===== src/shared/udw_pkg.sv =====
// Package for the up/down wiper host controller
package udw_pkg;

  // Wiper geometry
  localparam int          TAP_COUNT  = 32;
  localparam int          ELEM_COUNT = 31;
  localparam int          POS_W      = 5;
  localparam logic [4:0]  POS_TOP    = 5'h1F;
  localparam logic [4:0]  POS_BOTTOM = 5'h00;
  localparam logic [4:0]  POS_RESET  = 5'h00;

  // Pin phase length in ref_clk cycles (setup, strobe low, strobe high, rise, relax)
  localparam int          PHASE_NS     = 50;
  localparam int          CLK_NS       = 5;
  localparam int          PHASE_CYC    = (PHASE_NS + CLK_NS - 1) / CLK_NS;
  localparam logic [3:0]  PHASE_LAST   = 4'(PHASE_CYC - 1);

  // Command codes
  localparam logic [1:0]  CMD_STEP_UP   = 2'h0;
  localparam logic [1:0]  CMD_STEP_DOWN = 2'h1;
  localparam logic [1:0]  CMD_STORE     = 2'h2;
  localparam logic [1:0]  CMD_DESELECT  = 2'h3;

  typedef struct packed {
    logic       selN;
    logic       upDir;
    logic       stepN;
  } udw_pins_t;

  localparam udw_pins_t PINS_IDLE = '{selN: 1'b1, upDir: 1'b0, stepN: 1'b1};

  typedef enum logic [2:0] {
    ST_IDLE   = 3'b000,
    ST_SETUP  = 3'b001,
    ST_LOW    = 3'b010,
    ST_HIGH   = 3'b011,
    ST_RISE   = 3'b100,
    ST_RELAX  = 3'b101
  } udw_state_t;

endpackage : udw_pkg

===== src/rtl/udw_host.sv =====
// Host controller driving select, direction and step pins of a wiper pot
`timescale 1ns/1ps

// How it works
// - Select low, direction high, falling step moves wiper toward high terminal.
// - Select low, direction low, falling step moves wiper toward low terminal.
// - Select rising while step high stores the counter.
// - Select rising while step low deselects without storing.
module udw_host
  import udw_pkg::*;
(
  input  wire logic       ref_clk,
  input  wire logic       sys_rst,
  input  wire logic       cmdValid,
  input  wire logic [1:0] cmdCode,
  output logic            cmdReady,
  output logic            cmdDone,
  output udw_pins_t       potPins,
  output logic [4:0]      trackPos,
  output logic [4:0]      storedPos
);

  udw_state_t  state_reg, state_next;
  logic [3:0]  cnt_reg, cnt_next;
  logic [1:0]  cmd_reg, cmd_next;
  udw_pins_t   pins_reg, pins_next;
  // Mirrors only: the device has no read-back path
  logic [4:0]  pos_reg, pos_next;
  logic [4:0]  stored_reg, stored_next;
  logic        ready_reg, ready_next;
  logic        done_reg, done_next;

  function automatic logic [4:0] udwStep(input logic [4:0] p, input logic up);
    if (up)
      udwStep = (p == POS_TOP) ? p : 5'(p + 5'h01);
    else
      udwStep = (p == POS_BOTTOM) ? p : 5'(p - 5'h01);
  endfunction : udwStep

  // Phase timer wraps itself; only idle holds it at zero
  wire phaseEnd = (cnt_reg == PHASE_LAST);
  wire isStep   = (cmd_reg == CMD_STEP_UP) || (cmd_reg == CMD_STEP_DOWN);
  wire isUp     = (cmd_reg == CMD_STEP_UP);
  wire isStore  = (cmd_reg == CMD_STORE);
  wire take     = ready_reg && cmdValid;

  // Launch levels for a newly taken command
  wire newDesel = (cmdCode == CMD_DESELECT);
  wire newUp    = (cmdCode == CMD_STEP_UP);
  // Deselect drops the strobe under standby, so that edge is ignored
  wire newSelN  = newDesel;
  wire newStepN = ~newDesel;

  // Select and strobe change one at a time, each held a full phase; direction changes with select at launch
  always_comb
  begin
    state_next  = state_reg;
    cnt_next    = phaseEnd ? 4'h0 : 4'(cnt_reg + 4'h1);
    cmd_next    = cmd_reg;
    pins_next   = pins_reg;
    pos_next    = pos_reg;
    stored_next = stored_reg;
    ready_next  = 1'b0;
    done_next   = 1'b0;
    unique case (state_reg)
      ST_IDLE:
      begin
        cnt_next   = 4'h0;
        ready_next = ~take;
        if (take)
        begin
          cmd_next  = cmdCode;
          state_next = ST_SETUP;
          // direction settles a full phase before the step
          pins_next.selN  = newSelN;
          pins_next.upDir = newUp;
          // strobe low before select drops for a deselect
          pins_next.stepN = newStepN;
        end
      end
      ST_SETUP:
        if (phaseEnd)
        begin
          if (isStep)
          begin
            pins_next.stepN = 1'b0;
            pos_next        = udwStep(pos_reg, isUp);
            state_next      = ST_LOW;
          end
          else if (isStore)
          begin
            pins_next.selN = 1'b1;
            stored_next    = pos_reg;
            state_next     = ST_RISE;
          end
          else
          begin
            // select drops with the strobe already low
            pins_next.selN = 1'b0;
            state_next     = ST_LOW;
          end
        end
      ST_LOW:
        if (phaseEnd)
        begin
          // select rises while strobe low, nothing stored
          pins_next.selN = 1'b1;
          state_next     = ST_HIGH;
        end
      ST_HIGH:
        if (phaseEnd)
        begin
          // strobe returns high under standby, so it never steps
          pins_next.stepN = 1'b1;
          state_next      = ST_RISE;
        end
      ST_RISE:
        if (phaseEnd)
        begin
          pins_next.selN = 1'b1;
          state_next     = ST_RELAX;
        end
      ST_RELAX:
        if (phaseEnd)
        begin
          // Ready returns together with the done pulse
          pins_next  = PINS_IDLE;
          done_next  = 1'b1;
          ready_next = 1'b1;
          state_next = ST_IDLE;
        end
      default:
      begin
        state_next = ST_IDLE;
        pins_next  = PINS_IDLE;
      end
    endcase
  end

  // Sequencer state and latched command
  always_ff @(posedge ref_clk)
  begin
    if (sys_rst)
    begin
      state_reg <= ST_IDLE;
      cmd_reg   <= CMD_DESELECT;
    end
    else
    begin
      state_reg <= state_next;
      cmd_reg   <= cmd_next;
    end
  end

  // Phase timer
  always_ff @(posedge ref_clk)
  begin
    if (sys_rst)
    begin
      cnt_reg <= 4'h0;
    end
    else
    begin
      cnt_reg <= cnt_next;
    end
  end

  // Pin drivers, registered so the pins never glitch
  always_ff @(posedge ref_clk)
  begin
    if (sys_rst)
    begin
      pins_reg <= PINS_IDLE;
    end
    else
    begin
      pins_reg <= pins_next;
    end
  end

  // Mirrors of the device counter and its stored copy
  always_ff @(posedge ref_clk)
  begin
    if (sys_rst)
    begin
      // mirror starts at assumed recalled value
      pos_reg    <= POS_RESET;
      stored_reg <= POS_RESET;
    end
    else
    begin
      pos_reg    <= pos_next;
      stored_reg <= stored_next;
    end
  end

  // Command handshake
  always_ff @(posedge ref_clk)
  begin
    if (sys_rst)
    begin
      ready_reg <= 1'b0;
      done_reg  <= 1'b0;
    end
    else
    begin
      ready_reg <= ready_next;
      done_reg  <= done_next;
    end
  end

  assign cmdReady  = ready_reg;
  assign cmdDone   = done_reg;
  assign potPins   = pins_reg;
  assign trackPos  = pos_reg;
  assign storedPos = stored_reg;

endmodule : udw_host


===== config.mk =====
export PLATFORM = sky130hd
export DESIGN_NAME = udw_host
export DESIGN_NICKNAME = d
export VERILOG_FILES = /design/src/shared/udw_pkg.sv /design/src/rtl/udw_host.sv
export SDC_FILE = /design/constraint.sdc
export NUM_CORES = 1
export LEC_CHECK = 0
export ABC_AREA = 1
export BUFFER_PORTS_ARGS = -buffer_cell sky130_fd_sc_hd__buf_2
export CAP_MARGIN = 20
export CORE_MARGIN = 2
export CORE_UTILIZATION = 41
export CTS_CLUSTER_DIAMETER = 100
export DETAILED_ROUTE_END_ITERATION = 7
export GPL_ROUTABILITY_DRIVEN = 0
export PLACE_DENSITY_LB_ADDON = 0.05
export SLEW_MARGIN = 10
export SYNTH_ARGS = -nofsm -noshare
export SYNTH_HDL_FRONTEND = slang
export SYNTH_SLANG_ARGS = --single-unit

===== constraint.sdc =====
create_clock -name ref_clk -period 2.4 [get_ports ref_clk]
set_input_delay 0.12 -clock ref_clk [delete_from_list [all_inputs] [get_ports ref_clk]]
set_output_delay 0.12 -clock ref_clk [all_outputs]
set_load 0.1 [all_outputs]

==> reports/results.md, run 1 <==
| Group | Item | Value |
|---|---|---|
| synth | YS warnings | 0 |
| synth | Cell area after synthesis | 1380 µm² |
| critical path | Startpoint types | flop |
| synth | Post-synthesis async set-or-reset flop share | 0% |
| power and ir drop | PD cells | 910 nW/µm² |
| power and ir drop | Leakage component of the power | 0.000806 µW |
| critical path | WS Path Type | flop to flop |
| timing | Worst clock skew | 0.00435 ns |
| timing | Number of max-slew violations in the final report | 0 |
| cells and area | Share of cells above drive strength 1 | 16.4% |
| synth | Main flop type after synthesis | dfxtp_1 |
| run status | Outcome | complete, no violations |
| grt | First-pass GRT wire length | 5100 µm |
| timing | Final setup TNS | 0 ns |
| synth | Post-synthesis register bit count | 24 |
| place | Placed wire-length estimate | 2350 µm |
| clock network | Post-CTS setup buffers | 0 |
| run | Number of max-capacitance violations reported | 0 |
| grt | Met1 usage | 23.9% |
| synth | Count of different cell masters after synthesis | 27 |
| synth | Ranking of synthesized cells by area | dfxtp_1 35%, nand2_1 16%, nor2_1 8.7% |
| cells and area | Multi-input combinational cell area | 813 µm² |
| synth | Top cells by count, synth | 57 x nand2_1, 32 x nor2_1, 24 x dfxtp_1 |
| clock network | TritonCTS clock tree | built |
| clock network | Count of instances resized after the clock tree is built | 0 |
| place | Placed inst area | 1520 µm² |
| detailed routing | Sum of routed wire length over all layers | 3030 µm |
| timing | Setup repair after global routing missed its margin | false |
| critical path | CP arrival | 1.99 ns |
| grt | Met3 usage in global routing | 2.69% |
| power and ir drop | Worst supply voltage drop on vdd | 0.233 mV |
| timing | Final worst-path cycle share | 72.3% |
| detailed routing | Via count of the routed design | 1244 |
| critical path | Largest driver fanout on the critical path | 6 |
| timing | Total of endpoints with negative setup slack in the final report | 0 |
| synth | Portion of synthesized cell area occupied by the leading cell type | 34.8% |
| synth | Cell count after synthesis | 200 |
| cells and area | Number of diodes added for antenna fixing | 0 |
| grt | Most used routing layer | met2 |
| cells and area | Post-route standard cell area excluding fillers | 1550 µm² |
| die | Number of core rows | 21 |
| timing | Number of hold violations in the final report | 0 |
| place | Port bufs | 19 |
| place | Placed Cells incl. Taps | 262 |
| critical path | Endpoint class of the critical path | flop |
| grt | Global-route usage over all layers | 17.7% |
| detailed routing | Initial DRT Pass Iterations | 4 |
| cells and area | Area growth, synth to finish | 12.5% |
| synth | Part of the Yosys area used for sequential elements | 34.8% |
| timing | Measured slew at the worst slew-check pin | 0.488 ns |
| die | I/O pins | 20 |
| grt | Met2 track demand over resource in global routing | 28.7% |
| clock network | Clock latency on the worst-skew pair | 0.31 ns |
| clock network | Max clock buf depth | 2 |
| die | Effective utilization at floorplan | 42.0% |
| synth | Mean post-synth cell area | 6.89 µm² |
| cells and area | Total number of nets in the final design | 232 |
| detailed routing | Post-route antenna net violation count | 0 |
| clock network | Cts bufs inserted | 3 |
| timing | Maximum clock rate | 576 MHz |
| synth | Number of enable-type register cells in the synthesized netlist | 0 |
| die | Area inside the core boundary | 3280 µm² |
| grt | Via count of the first global-routing pass | 1136 |
| clock network | Number of sinks on the clock net | 24 |
| cells and area | Register cell area after layout | 480 µm² |
| timing | Remaining max-slew budget at the tightest pin | 67.7% |
| clock network | CTS hold repair buffers | 0 |
| clock network | Clock transition at the registers of the reported paths | 0.14 ns |
| cells and area | Final Util | 47.2% |
| die | Width of the die | 62.0 µm |
| cells and area | Fill cell count | 356 |
| die | Die Y-Extent | 62.0 µm |
| critical path | Worst Path Required | 2.66 ns |
| min path | Hold Path Class | input pin to flop |
| synth | Most numerous cell in the Yosys netlist | nand2_1 |
| die | Floorplan die area | 3840 µm² |
| clock network | H-tree lvl count | 1 |
| grt | Largest net degree at the start of global routing | 14 |
| clock network | Clk root buf | clkbuf_4 |
| detailed routing | Drt drc | 0 |
| detailed routing | First DRT Iteration DRCs | 54 |
| grt | Final global-route overflow total | 0 |
| synth | Top cell type by total area after synthesis | dfxtp_1 |
| timing | Final worst path period need | 1.74 ns |
| detailed routing | Final routed wire length divided by cell count | 11.4 µm |
| grt | Initial antenna violation count | 0 |
| timing | WHS | 0.0453 ns |
| cells and area | Non-filler cells, final | 266 |
| synth | Net count after synthesis | 211 |
| detailed routing | Number of vias per cell after detailed routing | 4.68 |
[layer usage]
| metal | vias to the layer above | part of all wire (%) | routed length, µm |
|---|---|---|---|
| li1 | 680 | - | - |
| met1 | 547 | 49 | 1480 |
| met2 | 15 | 48 | 1450 |
| met3 | 2 | 2.5 | 77 |
| met4 | 0 | 0.76 | 23 |
| met5 | - | 0 | 0 |
[through the flow]
| step | setup slack [ns] | power, µW |
|---|---|---|
| floorplan | 0.431 | 1100 |
| global placement | 0.795 | 1200 |
| detailed placement | 0.714 | 1200 |
| CTS | 0.682 | 1430 |
| global route | 0.531 | 1530 |
| finish | 0.664 | 1410 |
[where the power goes]
group / switching (µW) / internal, µW
sequential: 60.2 / 457
combinational: 502 / 177
clock: 123 / 92.6
total: 686 / 727
[path summary, 6_finish.rpt]
| path | depth (start not counted) | endpoint | slack [ns] | start |
|---|---|---|---|---|
| max | 9 | trackPos[4] | 0.66 | cmd_reg[1] |
| min | 3 | cmd_reg[0] | 0.05 | cmdCode[0] |
| max reg2reg | 9 | trackPos[4] | 0.66 | cmd_reg[1] |
| min reg2reg | 2 | potPins[0] | 0.47 | potPins[0] |
[cell usage in the layout, fill, tap and decap left out]
cell	n
clkinv_2	1
o21ai_0	5
nor2_2	1
xor2_1	3
buf_2	19
fa_1	1
nand2_2	1
xnor2_1	1
o21ai_2	1
clkbuf_8	1
o21ai_1	4
nor2_8	1
ha_1	5
nand3_2	2
nor2b_1	1
a21oi_1	15
nand3_1	15
nand3b_4	1
inv_1	17
o21a_1	1
nand2_1	57
nor2_4	3
nor3_1	3
nand2_4	2
dfxtp_1	24
clkbuf_4	3
nor2_1	32
[layout make-up]
class / count / area share, %
sequential: 24 / 31.0
inverter: 18 / 4.44
timing repair buffer: 19 / 6.13
clock buffer: 4 / 2.34
multi-input combinational: 155 / 52.4
tap: 46 / 3.71
[worst max-delay path: stages, from the launching register on]
cell	delay [ns]
dfxtp_1	0.37
inv_1	0.15
nand2_1	0.19
fa_1	0.44
nand3_1	0.11
nor2b_1	0.14
nand2_1	0.06
nand2_1	0.05
nand2_1	0.05
a21oi_1	0.11
[kinds of logic (layout without fill, tap and decap cells)]
kind of cell	after synthesis	in the layout	share of synthesized area, %
buf+inv	21	41	6.17
flops	24	24	34.8
simple gates	119	119	40.6
fa+ha+maj	6	6	5.99
compound gates	26	26	9.89
xor+xnor	4	4	2.54
Power figures use the tool's default switching activity.
==> run 2, diff against run 1 <==
- clock period: 2.4 -> 1.4 ns (I/O delays scaled with it)
==> reports/results.md, run 2 (same netlist as run 1, synthesis figures left out) <==
| Group | Item | Value |
|---|---|---|
| run status | Outcome | finished, violations left |
| run status | Failing checks | setup timing |
| critical path | WS Path Type | flop to flop |
| die | Die Y-Extent | 62.0 µm |
| clock network | Number of sinks on the clock net | 24 |
| detailed routing | Post-route antenna net violation count | 0 |
| timing | Total of endpoints with negative setup slack in the final report | 1 |
| timing | Final worst-path cycle share | 102% |
| detailed routing | Number of vias per cell after detailed routing | 4.81 |
| grt | Most used routing layer | met2 |
| place | Port bufs | 19 |
| place | Minimum setup slack after placement | -0.0183 ns |
| power and ir drop | Worst supply voltage drop on vdd | 0.407 mV |
| grt | Largest net degree at the start of global routing | 15 |
| clock network | Cts bufs inserted | 3 |
| timing | Worst Slack Setup Final | -0.0298 ns |
| detailed routing | Initial DRT Pass Iterations | 4 |
| power and ir drop | Leakage component of the power | 0.000920 µW |
| critical path | Worst Path Required | 1.67 ns |
| grt | Met3 usage in global routing | 3.73% |
| die | Number of core rows | 21 |
| min path | Hold Path Class | input pin to flop |
| cells and area | Register cell area after layout | 507 µm² |
| clock network | Clock transition at the registers of the reported paths | 0.14 ns |
| die | Floorplan die area | 3840 µm² |
| cells and area | Non-filler cells, final | 282 |
| critical path | Slowest cell on crit path | fa_2 |
| critical path | Critical path, cell by cell | inv_2, nand2_4, fa_2, nand3_2, nor2b_4, nand2_1, nand2_1, nand2_1, a21oi_1 |
| timing | Measured slew at the worst slew-check pin | 0.492 ns |
| min path | Instance count along the most critical hold path | 2 |
| critical path | Largest driver fanout on the critical path | 6 |
| detailed routing | First DRT Iteration DRCs | 88 |
| grt | Via count of the first global-routing pass | 1213 |
| run | Number of max-capacitance violations reported | 0 |
| clock network | Max clock buf depth | 2 |
| cells and area | Fill cell count | 315 |
| timing | Number of hold violations in the final report | 0 |
| detailed routing | Via count of the routed design | 1356 |
| critical path | Endpoint class of the critical path | flop |
| clock network | Clk root buf | clkbuf_4 |
| die | Width of the die | 62.0 µm |
| cells and area | Total number of nets in the final design | 248 |
| grt | First-pass GRT wire length | 5060 µm |
| cells and area | Most common cell after layout, fill and taps aside | nand2_1 |
| timing | Maximum clock rate | 699 MHz |
| grt | Final global-route overflow total | 0 |
| critical path | Cell repeated most along the worst path | nand2_1 |
| die | Effective utilization at floorplan | 42.0% |
| cells and area | Multi-input combinational cell area | 905 µm² |
| cells and area | Area growth, synth to finish | 31.2% |
| cells and area | Share of cells above drive strength 1 | 32.2% |
| grt | Met2 track demand over resource in global routing | 32.3% |
| timing | Setup repair after global routing missed its margin | true |
| die | I/O pins | 20 |
| die | Area inside the core boundary | 3280 µm² |
| critical path | R2R depth | 9 |
| critical path | CP arrival | 1.70 ns |
| place | Placed wire-length estimate | 2430 µm |
| cells and area | Final Util | 55.1% |
| critical path | Startpoint types | flop |
| clock network | H-tree lvl count | 1 |
| clock network | TritonCTS clock tree | built |
| timing | Worst clock skew | 0.00817 ns |
| cells and area | Number of diodes added for antenna fixing | 0 |
| clock network | Clock latency on the worst-skew pair | 0.34 ns |
| grt | Initial antenna violation count | 0 |
| detailed routing | Final routed wire length divided by cell count | 11.6 µm |
| place | Placed Cells incl. Taps | 274 |
| timing | Number of max-slew violations in the final report | 0 |
| grt | Global-route usage over all layers | 18.0% |
| detailed routing | Drt drc | 0 |
| timing | Final worst path period need | 1.43 ns |
| grt | Met1 usage | 20.5% |
| timing | Remaining max-slew budget at the tightest pin | 67.4% |
| detailed routing | Sum of routed wire length over all layers | 3280 µm |
| cells and area | Most used cells in the layout excluding fill and tap cells | 56 x nand2_1, 28 x nor2_1, 19 x buf_2 |
| power and ir drop | PD cells | 1510 nW/µm² |
| critical path | Peak per-stage delay on the critical path | 0.38 ns |
==> run 2: changes by cell type in the layout (fill, tap and decap cells not counted), sizes merged <==
cell,delta
dlygate4sd3,+2
buf,+14
==> run 2: final cells by class <==
class / instances / share of cell area, %
multi-input combinational: 155 / 50.0
clock buffer: 4 / 2.63
inverter: 18 / 3.80
tap: 46 / 3.18
timing repair buffer: 35 / 12.4
sequential: 24 / 28.0
==> run 2: worst paths after layout <==
kind | slack [ns] | from | to
setup / recovery | -0.03 | cmd_reg[1] | trackPos[4]
hold / removal | 0.03 | sys_rst | state_reg[2]
setup reg to reg | -0.03 | cmd_reg[1] | trackPos[4]
hold reg to reg | 0.48 | potPins[0] | potPins[0]
==> run 2: critical path, delay by kind of cell (launching register included) <==
| kind | cells | cell delay [ns] |
|---|---|---|
| flip-flops | 1 | 0.35 |
| AND/OR/NAND/NOR | 6 | 0.45 |
| buffers and inverters | 1 | 0.07 |
| adder cells (fa/ha/maj) | 1 | 0.38 |
| AO/OA/AOI/OAI | 1 | 0.13 |
==> run 2: metal layers <==
| layer | share of wire (%) | routed length [µm] |
|---|---|---|
| met3 | 3.9 | 127 |
| met4 | 1.6 | 53 |
| met5 | 0 | 0 |
| met2 | 51 | 1670 |
| met1 | 44 | 1430 |
==> run 2: what timing repair did <==
action                                  CTS  global route
hold buffers                              2             0
pin swaps                                 3            11
endpoints found under the setup margin    8            11
setup buffers                             1             1
hold endpoints to repair                  2             0
resized for setup                         6            18
==> run 2: power by group <==
| group | total [µW] | switching, µW | internal (µW) |
|---|---|---|---|
| clock | 460 | 242 | 219 |
| combinational | 1410 | 974 | 434 |
| sequential | 861 | 77.0 | 784 |
| total | 2730 | 1290 | 1440 |
==> run 2: stage by stage <==
stage                     power [µW]  setup TNS [ns]  area, µm²  hold WS [ns]
after floorplan                 1880         -0.0198       1400         0.196
after global placement          2140               0       1630         0.319
after detailed placement        2150         -0.0360       1630         0.318
after CTS                       2650        -0.00688       1730        0.0211
after global routing            2920          -0.457       1810        0.0254
final                           2730         -0.0298       1810        0.0250
